## config.mk

```make
export PLATFORM = sky130hd
export DESIGN_NAME = screwdriver_soft_start_ctrl
export DESIGN_NICKNAME = d
export VERILOG_FILES = /design/src/rtl/screwdriver_soft_start_pkg.sv /design/src/rtl/screwdriver_soft_start_ctrl.sv
export SDC_FILE = /design/constraint.sdc
export NUM_CORES = 1
export LEC_CHECK = 0
export BUFFER_PORTS_ARGS = -buffer_cell sky130_fd_sc_hd__buf_2
export CAP_MARGIN = 30
export CORE_MARGIN = 1.5
export CORE_UTILIZATION = 35
export CTS_BUF_LIST = sky130_fd_sc_hd__clkbuf_4 sky130_fd_sc_hd__clkbuf_8
export CTS_CLUSTER_DIAMETER = 150
export CTS_CLUSTER_SIZE = 8
export DETAILED_ROUTE_END_ITERATION = 7
export HOLD_SLACK_MARGIN = 0.12
export MAX_ROUTING_LAYER = met4
export PLACE_DENSITY_LB_ADDON = 0.15
export SLEW_MARGIN = 20
export SYNTH_ARGS = -nofsm -noshare
export SYNTH_HDL_FRONTEND = slang
export SYNTH_SLANG_ARGS = --single-unit
export TNS_END_PERCENT = 10
```

## constraint.sdc

```tcl
create_clock -name aclk -period 3.9 [get_ports aclk]
set_clock_uncertainty 0.05 [all_clocks]
set_input_delay 0.585 -clock aclk [delete_from_list [all_inputs] [get_ports aclk]]
set_output_delay 0.585 -clock aclk [all_outputs]
set_load 0.005 [all_outputs]
```

## src/rtl/screwdriver_soft_start_pkg.sv

```systemverilog
// constants for the screwdriver soft-start and protection controller
package screwdriver_soft_start_pkg;
  // ----------------------------------------
  // timing
  // ----------------------------------------
  localparam int CLK_KHZ = 10000;
  localparam int ENTER_MS = 2000;
  localparam int ADV_MS = 1000;
  localparam int LOCK_MS = 10000;
  localparam int TENTH_MS = 100;
  localparam int CW = 27;
  // ----------------------------------------
  // register map
  // ----------------------------------------
  localparam logic [31:0] STATUS_OFF = 32'h0000_0000;
  localparam logic [31:0] MASK_OFF = 32'h0000_0004;
  localparam logic [31:0] CONFIG_OFF = 32'h0000_0008;
  localparam logic [31:0] STATE_OFF = 32'h0000_000c;
  localparam int EVT_W = 7;
  localparam int EVT_START = 6;
  localparam int CFG_LVL_LSB = 8;
  localparam int ST_MENU_LSB = 4;
  localparam int ST_RUN = 8;
  localparam int ST_SOFT = 9;
  localparam int ST_SPD_LSB = 16;
  localparam logic [1:0] RESP_OKAY = 2'h0;
  localparam logic [1:0] RESP_SLVERR = 2'h2;
  // ----------------------------------------
  // settings and reset values
  // ----------------------------------------
  localparam logic [6:0] RAMP_MAX = 7'h63;
  localparam logic [3:0] LVL_MAX = 4'h9;
  localparam logic [6:0] RAMP_RST = 7'h00;
  localparam logic [3:0] LVL_RST = 4'h0;
  localparam logic [6:0] SPD_FULL = 7'h64;
  // level 1 runs at 30 percent and level 9 at 90 percent, evenly spread between
  localparam logic [6:0] SPD_BASE = 7'h1e;
  localparam logic [6:0] SPD_SPAN = 7'h3c;
  // ----------------------------------------
  // fault codes, equal to the shown digit
  // ----------------------------------------
  localparam logic [3:0] F_NONE = 4'h0;
  localparam logic [3:0] F_UV = 4'h3;
  localparam logic [3:0] F_OT = 4'h4;
  localparam logic [3:0] F_STALL = 4'h5;
  localparam logic [3:0] F_PUSH = 4'h7;
  localparam logic [3:0] F_BRAKE = 4'h8;
  localparam logic [3:0] F_FLASH = 4'h9;
  // ----------------------------------------
  // display characters
  // ----------------------------------------
  localparam logic [7:0] CH_ZERO = 8'h30;
  localparam logic [7:0] CH_FAULT = 8'h45;
  localparam logic [7:0] CH_LEVEL = 8'h4c;
  localparam logic [7:0] CH_RP0 = 8'h52;
  localparam logic [7:0] CH_RP1 = 8'h43;
  localparam logic [7:0] CH_SP0 = 8'h53;
  localparam logic [7:0] CH_SP1 = 8'h50;
  typedef enum logic [1:0] {
    M_NORMAL = 2'b00,
    M_RAMP = 2'b01,
    M_RATE = 2'b10
  } menu_t;
endpackage

```

## src/rtl/screwdriver_soft_start_ctrl.sv

```systemverilog
// soft-start, menu, protection and register logic of the screwdriver controller
// Notes on behaviour
// - start_out is high whenever the motor has been started and runs.
// - brake_out is high whenever the tool reports its braked condition.
// - reverse_out is high whenever the motor runs in reverse.
// - both buttons held for 2 s enter the ramp time menu and show its prompt.
// - the ramp time stays within 0.0 to 9.9 s, up raising and down lowering it.
// - in the ramp menu both buttons held for 1 s advance to the rate level menu.
// - in the rate menu the buttons step the level over full rate and levels 1 to 9.
// - level 0 disables the soft start so the motor runs at full speed at once.
// - with a reduced level chosen the display shows that level.
// - undervoltage stops the motor, shows code 3, locks 10 s, then recovers.
// - overtemperature stops the motor, shows code 4, locks 10 s, then recovers.
// - a stall while running stops the motor, shows code 5, locks 10 s, then recovers.
// - a push lever change while running stops and shows code 7 until it is put back.
// - a brake signal before a start stops and shows code 8 until it is removed.
// - flash failure stops the motor, shows code 9, locks 10 s, then recovers.
//
// Added by the designer: the register addresses and the AXI4-Lite register port.
module screwdriver_soft_start_ctrl #(
  parameter int ENTER_CYC = screwdriver_soft_start_pkg::ENTER_MS * screwdriver_soft_start_pkg::CLK_KHZ,
  parameter int ADV_CYC = screwdriver_soft_start_pkg::ADV_MS * screwdriver_soft_start_pkg::CLK_KHZ,
  parameter int LOCK_CYC = screwdriver_soft_start_pkg::LOCK_MS * screwdriver_soft_start_pkg::CLK_KHZ,
  parameter int TENTH_CYC = screwdriver_soft_start_pkg::TENTH_MS * screwdriver_soft_start_pkg::CLK_KHZ
) (
  // clock and reset
  input wire logic aclk,
  input wire logic aresetn,
  // panel and tool
  input wire logic btn_up,
  input wire logic btn_down,
  input wire logic trigger,
  input wire logic reverse_sel,
  input wire logic push_lever,
  input wire logic brake_in,
  input wire logic undervolt,
  input wire logic overtemp,
  input wire logic stall,
  input wire logic flash_fail,
  // relay outputs, motor and display
  output logic start_out,
  output logic brake_out,
  output logic reverse_out,
  output logic [6:0] motor_speed,
  output logic [7:0] disp_left,
  output logic [7:0] disp_right,
  output logic irq,
  // axi4-lite slave
  input wire logic [31:0] awaddr,
  input wire logic awvalid,
  output logic awready,
  input wire logic [31:0] wdata,
  input wire logic [3:0] wstrb,
  input wire logic wvalid,
  output logic wready,
  output logic [1:0] bresp,
  output logic bvalid,
  input wire logic bready,
  input wire logic [31:0] araddr,
  input wire logic arvalid,
  output logic arready,
  output logic [31:0] rdata,
  output logic [1:0] rresp,
  output logic rvalid,
  input wire logic rready
);
  localparam int CW = screwdriver_soft_start_pkg::CW;
  localparam int EW = screwdriver_soft_start_pkg::EVT_W;

  function automatic logic [31:0] wmerge(logic [31:0] o, logic [31:0] n, logic [3:0] s);
    logic [31:0] r;
    r = o;
    for (int i = 0; i < 4; i++) begin
      if (s[i]) begin
        r[i*8 +: 8] = n[i*8 +: 8];
      end
    end
    return r;
  endfunction

  function automatic logic [7:0] digit(logic [3:0] v);
    return screwdriver_soft_start_pkg::CH_ZERO + {4'h0, v};
  endfunction

  function automatic logic [6:0] reduced(logic [3:0] lvl);
    logic [9:0] p;
    // eight equal steps over the span; a half percent is rounded down
    p = ({6'h0, lvl} - 10'h001) * {3'h0, screwdriver_soft_start_pkg::SPD_SPAN};
    p = p / {6'h0, screwdriver_soft_start_pkg::LVL_MAX - 4'h1};
    return screwdriver_soft_start_pkg::SPD_BASE + p[6:0];
  endfunction

  // ----------------------------------------
  // state
  // ----------------------------------------
  screwdriver_soft_start_pkg::menu_t menu_q, menu_d;
  logic up_q, dn_q, hold_done_q, shown_q, run_q, soft_q, lever_q;
  logic [CW-1:0] hold_cnt_q, lock_cnt_q, tenth_cnt_q;
  logic [6:0] ramp_q, ramp_d, left_q, speed_q;
  logic [3:0] level_q, level_d, fault_q, fault_d;
  logic [EW-1:0] status_q, mask_q;
  logic [7:0] dl_q, dr_q;
  logic start_q, brake_q, rev_q, irq_q;
  logic awready_q, wready_q, bvalid_q, arready_q, rvalid_q, aw_got_q, w_got_q;
  logic [31:0] waddr_q, wdata_q, rdata_q;
  logic [3:0] wstrb_q;
  logic [1:0] bresp_q, rresp_q;

  // ----------------------------------------
  // buttons and menu
  // ----------------------------------------
  wire both = btn_up & btn_down;
  wire up_press = btn_up & ~up_q & ~btn_down;
  wire dn_press = btn_down & ~dn_q & ~btn_up;
  wire in_normal = menu_q == screwdriver_soft_start_pkg::M_NORMAL;
  wire in_ramp = menu_q == screwdriver_soft_start_pkg::M_RAMP;
  wire in_rate = menu_q == screwdriver_soft_start_pkg::M_RATE;
  wire [CW-1:0] hold_lim = in_normal ? CW'(ENTER_CYC - 1) : CW'(ADV_CYC - 1);
  // the done flag stops a long hold from walking through every menu
  wire hold_hit = both & ~hold_done_q & (hold_cnt_q == hold_lim);
  wire [CW-1:0] hold_cnt_d = (both & ~hold_done_q & ~hold_hit) ? hold_cnt_q + 1'b1 : '0;
  wire hold_done_d = both & (hold_done_q | hold_hit);
  wire shown_d = ~hold_hit & (shown_q | ((in_ramp | in_rate) & (up_press | dn_press)));

  always_comb begin
    menu_d = menu_q;
    if (hold_hit) begin
      unique case (menu_q)
        screwdriver_soft_start_pkg::M_NORMAL: menu_d = screwdriver_soft_start_pkg::M_RAMP;
        screwdriver_soft_start_pkg::M_RAMP: menu_d = screwdriver_soft_start_pkg::M_RATE;
        screwdriver_soft_start_pkg::M_RATE: menu_d = screwdriver_soft_start_pkg::M_NORMAL;
        default: menu_d = screwdriver_soft_start_pkg::M_NORMAL;
      endcase
    end
  end

  // ----------------------------------------
  // settings, also writable over the bus
  // ----------------------------------------
  wire cfg_wr = bvalid_q == 1'b0 && aw_got_q && w_got_q && waddr_q == screwdriver_soft_start_pkg::CONFIG_OFF;
  wire [31:0] cfg_rd = {20'h0, level_q, 1'b0, ramp_q};
  wire [31:0] cfg_new = wmerge(cfg_rd, wdata_q, wstrb_q);
  wire [6:0] cfg_ramp = cfg_new[6:0];
  wire [3:0] cfg_lvl = cfg_new[screwdriver_soft_start_pkg::CFG_LVL_LSB +: 4];

  always_comb begin
    ramp_d = ramp_q;
    level_d = level_q;
    if (cfg_wr) begin
      ramp_d = (cfg_ramp > screwdriver_soft_start_pkg::RAMP_MAX) ? screwdriver_soft_start_pkg::RAMP_MAX : cfg_ramp;
      level_d = (cfg_lvl > screwdriver_soft_start_pkg::LVL_MAX) ? screwdriver_soft_start_pkg::LVL_MAX : cfg_lvl;
    end else if (in_ramp & up_press & (ramp_q != screwdriver_soft_start_pkg::RAMP_MAX)) begin
      ramp_d = ramp_q + 7'h01;
    end else if (in_ramp & dn_press & (ramp_q != 7'h00)) begin
      ramp_d = ramp_q - 7'h01;
    end else if (in_rate & up_press & (level_q != screwdriver_soft_start_pkg::LVL_MAX)) begin
      level_d = level_q + 4'h1;
    end else if (in_rate & dn_press & (level_q != 4'h0)) begin
      level_d = level_q - 4'h1;
    end
  end

  // ----------------------------------------
  // protection
  // ----------------------------------------
  wire no_fault = fault_q == screwdriver_soft_start_pkg::F_NONE;
  wire timed = fault_q == screwdriver_soft_start_pkg::F_UV || fault_q == screwdriver_soft_start_pkg::F_OT
    || fault_q == screwdriver_soft_start_pkg::F_STALL || fault_q == screwdriver_soft_start_pkg::F_FLASH;
  wire start_req = trigger & ~run_q & no_fault;
  wire lever_moved = push_lever != lever_q;
  wire [3:0] new_code = undervolt ? screwdriver_soft_start_pkg::F_UV :
    overtemp ? screwdriver_soft_start_pkg::F_OT :
    flash_fail ? screwdriver_soft_start_pkg::F_FLASH :
    (run_q & stall) ? screwdriver_soft_start_pkg::F_STALL :
    (run_q & lever_moved) ? screwdriver_soft_start_pkg::F_PUSH :
    (start_req & brake_in) ? screwdriver_soft_start_pkg::F_BRAKE :
    screwdriver_soft_start_pkg::F_NONE;
  wire fault_set = no_fault & (new_code != screwdriver_soft_start_pkg::F_NONE);
  wire lock_end = timed & (lock_cnt_q == CW'(LOCK_CYC - 1));
  wire fault_clr = lock_end | ((fault_q == screwdriver_soft_start_pkg::F_PUSH) & ~lever_moved)
    | ((fault_q == screwdriver_soft_start_pkg::F_BRAKE) & ~brake_in);
  assign fault_d = fault_set ? new_code : fault_clr ? screwdriver_soft_start_pkg::F_NONE : fault_q;
  wire [CW-1:0] lock_cnt_d = (timed & ~lock_end) ? lock_cnt_q + 1'b1 : '0;

  // ----------------------------------------
  // motor and soft start
  // ----------------------------------------
  wire run_d = trigger & no_fault & ~fault_set;
  wire start_edge = run_d & ~run_q;
  wire tick = soft_q & (tenth_cnt_q == CW'(TENTH_CYC - 1));
  wire [CW-1:0] tenth_cnt_d = (soft_q & ~tick & ~start_edge) ? tenth_cnt_q + 1'b1 : '0;
  wire soft_d = start_edge ? (level_q != 4'h0 && ramp_q != 7'h00)
    : soft_q & run_d & ~(tick & (left_q == 7'h01));
  wire [6:0] left_d = start_edge ? ramp_q : tick ? left_q - 7'h01 : left_q;
  wire [6:0] speed_d = ~run_d ? 7'h00 : soft_d ? reduced(level_q)
    : screwdriver_soft_start_pkg::SPD_FULL;
  wire lever_d = start_edge ? push_lever : lever_q;

  // ----------------------------------------
  // display
  // ----------------------------------------
  wire [7:0] dl_d = !no_fault ? screwdriver_soft_start_pkg::CH_FAULT :
    (in_ramp & ~shown_q) ? screwdriver_soft_start_pkg::CH_RP0 :
    in_ramp ? digit(4'(ramp_q / 7'd10)) :
    (in_rate & ~shown_q) ? screwdriver_soft_start_pkg::CH_SP0 :
    screwdriver_soft_start_pkg::CH_LEVEL;
  wire [7:0] dr_d = !no_fault ? digit(fault_q) :
    (in_ramp & ~shown_q) ? screwdriver_soft_start_pkg::CH_RP1 :
    in_ramp ? digit(4'(ramp_q % 7'd10)) :
    (in_rate & ~shown_q) ? screwdriver_soft_start_pkg::CH_SP1 :
    digit(level_q);

  // ----------------------------------------
  // status, mask and interrupt
  // ----------------------------------------
  function automatic logic [EW-1:0] fbit(logic [3:0] c);
    unique case (c)
      screwdriver_soft_start_pkg::F_UV: return 7'h01;
      screwdriver_soft_start_pkg::F_OT: return 7'h02;
      screwdriver_soft_start_pkg::F_STALL: return 7'h04;
      screwdriver_soft_start_pkg::F_PUSH: return 7'h08;
      screwdriver_soft_start_pkg::F_BRAKE: return 7'h10;
      screwdriver_soft_start_pkg::F_FLASH: return 7'h20;
      default: return 7'h00;
    endcase
  endfunction

  wire bus_wr = ~bvalid_q & aw_got_q & w_got_q;
  wire [31:0] wmask = wmerge(32'h0, wdata_q, wstrb_q);
  wire st_wr = bus_wr && waddr_q == screwdriver_soft_start_pkg::STATUS_OFF;
  wire mk_wr = bus_wr && waddr_q == screwdriver_soft_start_pkg::MASK_OFF;
  wire [EW-1:0] evt = (fault_set ? fbit(new_code) : 7'h00) | {start_edge, 6'h00};
  // a new event wins over a one written in the same cycle
  wire [EW-1:0] status_d = (status_q & ~(st_wr ? wmask[EW-1:0] : 7'h00)) | evt;
  wire [EW-1:0] mask_d = mk_wr ? wmask[EW-1:0] : mask_q;
  wire irq_d = |(status_d & mask_d);

  // ----------------------------------------
  // axi4-lite slave
  // ----------------------------------------
  wire aw_hs = awvalid & awready_q;
  wire w_hs = wvalid & wready_q;
  wire b_hs = bvalid_q & bready;
  wire ar_hs = arvalid & arready_q;
  wire r_hs = rvalid_q & rready;
  wire wr_ok = waddr_q == screwdriver_soft_start_pkg::STATUS_OFF
    || waddr_q == screwdriver_soft_start_pkg::MASK_OFF || waddr_q == screwdriver_soft_start_pkg::CONFIG_OFF;
  wire [31:0] state_rd = {9'h0, speed_q, 6'h0, soft_q, run_q, 2'h0, menu_q, fault_q};
  wire rd_ok = araddr == screwdriver_soft_start_pkg::STATUS_OFF || araddr == screwdriver_soft_start_pkg::MASK_OFF
    || araddr == screwdriver_soft_start_pkg::CONFIG_OFF || araddr == screwdriver_soft_start_pkg::STATE_OFF;
  wire [31:0] rd_mux = (araddr == screwdriver_soft_start_pkg::STATUS_OFF) ? {25'h0, status_q} :
    (araddr == screwdriver_soft_start_pkg::MASK_OFF) ? {25'h0, mask_q} :
    (araddr == screwdriver_soft_start_pkg::CONFIG_OFF) ? cfg_rd :
    (araddr == screwdriver_soft_start_pkg::STATE_OFF) ? state_rd : 32'h0;

  always_ff @(posedge aclk) begin
    if (!aresetn) begin
      awready_q <= 1'b1;
      wready_q <= 1'b1;
      aw_got_q <= 1'b0;
      w_got_q <= 1'b0;
      bvalid_q <= 1'b0;
      bresp_q <= screwdriver_soft_start_pkg::RESP_OKAY;
      waddr_q <= 32'h0;
      wdata_q <= 32'h0;
      wstrb_q <= 4'h0;
    end else begin
      awready_q <= (awready_q & ~aw_hs) | b_hs;
      wready_q <= (wready_q & ~w_hs) | b_hs;
      aw_got_q <= (aw_got_q | aw_hs) & ~b_hs;
      w_got_q <= (w_got_q | w_hs) & ~b_hs;
      bvalid_q <= (bvalid_q & ~bready) | bus_wr;
      if (bus_wr) bresp_q <= wr_ok ? screwdriver_soft_start_pkg::RESP_OKAY : screwdriver_soft_start_pkg::RESP_SLVERR;
      if (aw_hs) waddr_q <= awaddr;
      if (w_hs) wdata_q <= wdata;
      if (w_hs) wstrb_q <= wstrb;
    end
  end

  always_ff @(posedge aclk) begin
    if (!aresetn) begin
      arready_q <= 1'b1;
      rvalid_q <= 1'b0;
      rdata_q <= 32'h0;
      rresp_q <= screwdriver_soft_start_pkg::RESP_OKAY;
    end else begin
      arready_q <= (arready_q & ~ar_hs) | r_hs;
      rvalid_q <= (rvalid_q & ~rready) | ar_hs;
      if (ar_hs) rdata_q <= rd_mux;
      if (ar_hs) rresp_q <= rd_ok ? screwdriver_soft_start_pkg::RESP_OKAY : screwdriver_soft_start_pkg::RESP_SLVERR;
    end
  end

  // ----------------------------------------
  // block registers
  // ----------------------------------------
  always_ff @(posedge aclk) begin
    if (!aresetn) begin
      menu_q <= screwdriver_soft_start_pkg::M_NORMAL;
      {up_q, dn_q, hold_done_q, shown_q, run_q, soft_q, lever_q} <= 7'h00;
      {hold_cnt_q, lock_cnt_q, tenth_cnt_q} <= '0;
      ramp_q <= screwdriver_soft_start_pkg::RAMP_RST;
      level_q <= screwdriver_soft_start_pkg::LVL_RST;
      fault_q <= screwdriver_soft_start_pkg::F_NONE;
      {left_q, speed_q} <= 14'h0;
    end else begin
      menu_q <= menu_d;
      {up_q, dn_q, hold_done_q, shown_q} <= {btn_up, btn_down, hold_done_d, shown_d};
      {run_q, soft_q, lever_q} <= {run_d, soft_d, lever_d};
      {hold_cnt_q, lock_cnt_q, tenth_cnt_q} <= {hold_cnt_d, lock_cnt_d, tenth_cnt_d};
      {ramp_q, level_q, fault_q} <= {ramp_d, level_d, fault_d};
      {left_q, speed_q} <= {left_d, speed_d};
    end
  end

  always_ff @(posedge aclk) begin
    if (!aresetn) begin
      {status_q, mask_q} <= 14'h0;
      {start_q, brake_q, rev_q, irq_q} <= 4'h0;
      dl_q <= screwdriver_soft_start_pkg::CH_LEVEL;
      dr_q <= screwdriver_soft_start_pkg::CH_ZERO;
    end else begin
      {status_q, mask_q, irq_q} <= {status_d, mask_d, irq_d};
      start_q <= run_d;
      brake_q <= brake_in;
      rev_q <= run_d & reverse_sel;
      {dl_q, dr_q} <= {dl_d, dr_d};
    end
  end

  assign {start_out, brake_out, reverse_out, irq} = {start_q, brake_q, rev_q, irq_q};
  assign {motor_speed, disp_left, disp_right} = {speed_q, dl_q, dr_q};
  assign {awready, wready, bvalid, bresp} = {awready_q, wready_q, bvalid_q, bresp_q};
  assign {arready, rvalid, rdata, rresp} = {arready_q, rvalid_q, rdata_q, rresp_q};
endmodule

```

==> results.py <==
metrics = {
    "worst_setup_path": {
        "path_class": "reg2reg",
        "crit_end": "motor_speed[6]",
        "startpoint": "level_q[1]",
        "ff2ff_path_depth": 14,
        "critPathBufInv": 3,
        "r2r_end": "motor_speed[6]",
        "crit_family": "adder cells",
        "crit_required_ns": 4.36,
        "worstPathCellList": "buf_4, nor3_1, xor2_1, inv_1, fa_1, fa_1, inv_1, ha_1, a21oi_1, xnor2_1, nor2_1, nor2_1, xnor3_1, a21oi_1",
        "critPathCaptureType": "flip-flop",
        "arrival_ns": 4.07,
        "path_depth": 14,
        "cp_slowest_cell": "fa_1",
        "start_kind": "flip-flop",
        "critPathMaxFanout": 6,
        "r2r-start": "level_q[1]",
        "slowest_delay_ns": 0.51,
        "reg2reg_slack_ns": 0.29,
    },
    "power": {
        "internal_power_mw": 3.19,
        "power.total_mw": 4.29,
        "p_per_area_nw_per_um2": 345,
        "p_leak_nw": 4.77,
        "p_sw_share_pct": 25.7,
        "pwr-share-comb_pct": 8.0,
        "p_switching_mw": 1.10,
        "seqPwrFrac_pct": 55.8,
        "pwr-share-clk_pct": 36.2,
        "max-vdd-ir-drop_uv": 235,
    },
    "finish": {
        "utilization_pct": 40.6,
        "stdcell_count": 1848,
        "antennaDiodeCount": 0,
        "final_common_cell": "dfxtp_1",
        "syn_to_final_growth_pct": 14.3,
        "layout_common_cells": "dfxtp_1 (221), nor2_1 (172), nand2_1 (157), buf_2 (143), a21oi_1 (105)",
        "layout.nets": 1605,
        "drive_gt1_share_pct": 15.7,
        "nFillCells": 3174,
        "multi_input_area_um2": 5870,
        "seq_area_um2": 4450,
    },
    "global_routing": {
        "grt_pass1_wl_mm": 43.3,
        "grt_start_max_net_pins": 53,
        "globalRouteOverflowTotal": 0,
        "grt_pass1_vias": 8458,
        "antenna_found_initial": 0,
        "grtUsageTotal_pct": 17.2,
    },
    "detailed_routing": {
        "dr_wl_met2_mm": 12.0,
        "num_vias": 9252,
        "via_per_inst": 5.01,
        "highest_layer": "met4",
        "drc": 0,
        "routedLengthMet1_mm": 13.8,
        "dr_wl_met3_mm": 1.22,
        "drt_iter0_drc": 554,
        "ant_nets": 0,
        "wl_mm": 27.5,
        "wl_per_cell_um": 14.9,
        "first_pass_iters": 5,
    },
    "timing": {
        "tightest_slew_ns": 0.831,
        "fin_crit_sh_pct": 92.5,
        "setup-tns-final_ns": 0,
        "rsz0062_at_grt": "false",
        "max_freq_mhz": 277,
        "max_slew_margin_pct": 43.9,
        "slew_violations": 0,
        "hold_viol": 0,
        "layout_min_cycle_time_ns": 3.61,
        "setup_violations": 0,
    },
    "logic_synthesis": {
        "netlist_area_um2": 10900,
        "ys_seq_elements": 222,
        "syn_area_per_cell_um2": 8.27,
        "yosys_warnings": 0,
        "async_flop_share_pct": 0,
        "synth.area.top_cells": "dfxtp_1 (41%), nor2_1 (5.9%), nand2_1 (5.4%)",
        "synth_top_cell_by_area": "dfxtp_1",
        "yosys_most_used_dff": "dfxtp_1",
        "yosysTopAreaCellShare_pct": 40.9,
        "ys_seq_area_share_pct": 40.9,
        "synth_edf_count": 0,
        "syn_inst": 1314,
        "synth.distinct_cells": 78,
    },
    "floorplanning": {
        "die-area_um2": 32100,
        "start_util_pct": 35.5,
        "die_w_um": 179,
        "die_y_um": 179,
        "core_area_um2": 30600,
        "num_rows": 64,
        "ios": 185,
    },
    "cts": {
        "numCtsBuffers": 31,
        "cts_tree": "done",
        "clk_latency_ns": 0.60,
        "clk_pin_slew_ns": 0.08,
        "h-tree-depth": 1,
        "cts.sinks": 222,
        "cts_buffer_depth": 3,
        "root_buffer": "clkbuf_8",
    },
    "placement": {
        "dp.cells": 1814,
        "numPortBuffers": 143,
        "hpwlAfterDp_mm": 20.2,
        "place_congestion": 0.813,
    },
    "run": {
        "drv_cap": 0,
    },
    "min_path": {
        "hold_path_class": "in2reg",
    },
    "outcome": {
        "status": "finished, final reports clean",
    },
}
synth_stat cells (all sizes together) (8+ instances only):
cell type  instances
xor2              55
nand2b            10
mux2i             10
or3               13
nand3             45
a22oi             11
nand4             19
a31oi              8
clkbuf            42
fa                 9
o21ai             32
and3              22
nor2             174
xnor2             44
nor4              27
nand2            157
and4               8
a21oi            106
buf               40
and2              13
ha                27
dfxtp            222
inv               58
nor2b             15
a211oi            23
nor3              20
repair_timing:
action	in CTS	in global routing
endpoints found under the hold margin	1	0
hold buffers	1	0
setup buffers	0	0
setup endpoints to repair	0	1
resized for setup	0	1
per-stage QoR:
step                      setup slack (ns)  hold slack (ns)  area, um2
final                                0.292            0.166      12400
after global routing               0.00751            0.150      12400
after CTS                            0.148            0.129      12400
after detailed placement             0.182            0.398      12000
after global placement               0.223            0.393      11900
after floorplan                     0.0472            0.376      10900
area by class of cell:
| class | instances | area share (%) |
|---|---|---|
| repair buffers | 170 | 7.54 |
| clock buffers | 32 | 3.55 |
| multi-input cells | 967 | 47.2 |
| clock inverters | 1 | 0.0604 |
| inverters | 60 | 1.82 |
| flip-flops and latches | 222 | 35.8 |
| well taps | 396 | 3.99 |
power groups by stage:
stage                     Sequential, mW  Combinational (mW)  Clock, mW
after floorplan                     2.41               0.236          0
after global placement              2.44               0.335          0
after detailed placement            2.44               0.341          0
after CTS                           2.39               0.343       1.62
after global routing                2.40               0.385       1.71
final                               2.39               0.342       1.55
worst min path at each step:
stage | slack (ns) | from | cells after the start | endpoint
floorplan | 0.38 | lock_cnt_q[0] | 1 | lock_cnt_q[0]
global placement | 0.39 | waddr_q[5] | 2 | waddr_q[5]
detailed placement | 0.40 | waddr_q[1] | 2 | waddr_q[1]
CTS | 0.13 | wvalid | 2 | wready
global route | 0.15 | wvalid | 2 | wready
finish | 0.17 | wvalid | 2 | wready
flip-flops by register name, indices dropped and copies added (netlist names), 2 cells and up:
register	count
disp_left	7
disp_right	7
fault_q	4
hold_cnt_q	27
left_q	7
level_q	4
lock_cnt_q	27
mask_q	7
menu_q	2
motor_speed	7
ramp_q	7
rdata	18
status_q	7
tenth_cnt_q	27
waddr_q	32
wdata_q	11
wstrb_q	2
layer usage:
metal  vias up  GRT usage [%]
met5         -              -
met4         0           3.93
met3        41           2.78
met2       182           26.1
met1      4296           24.1
li1       4733              -
cell families (layout without fill, tap and decap cells):
group | count (synthesis) | after routing | share of synthesized area, %
AOI/OAI and AO/OA | 240 | 240 | 13.9
muxes | 14 | 14 | 1.44
adders and majority gates | 36 | 36 | 4.77
buffers and inverters | 142 | 263 | 5.83
and+or+nand+nor | 559 | 559 | 24.9
other | 1 | 18 | 0.0345
DFF | 222 | 222 | 40.9
xor gates and xnor gates | 100 | 100 | 8.19
No activity file was read; power rests on OpenSTA's default activity.
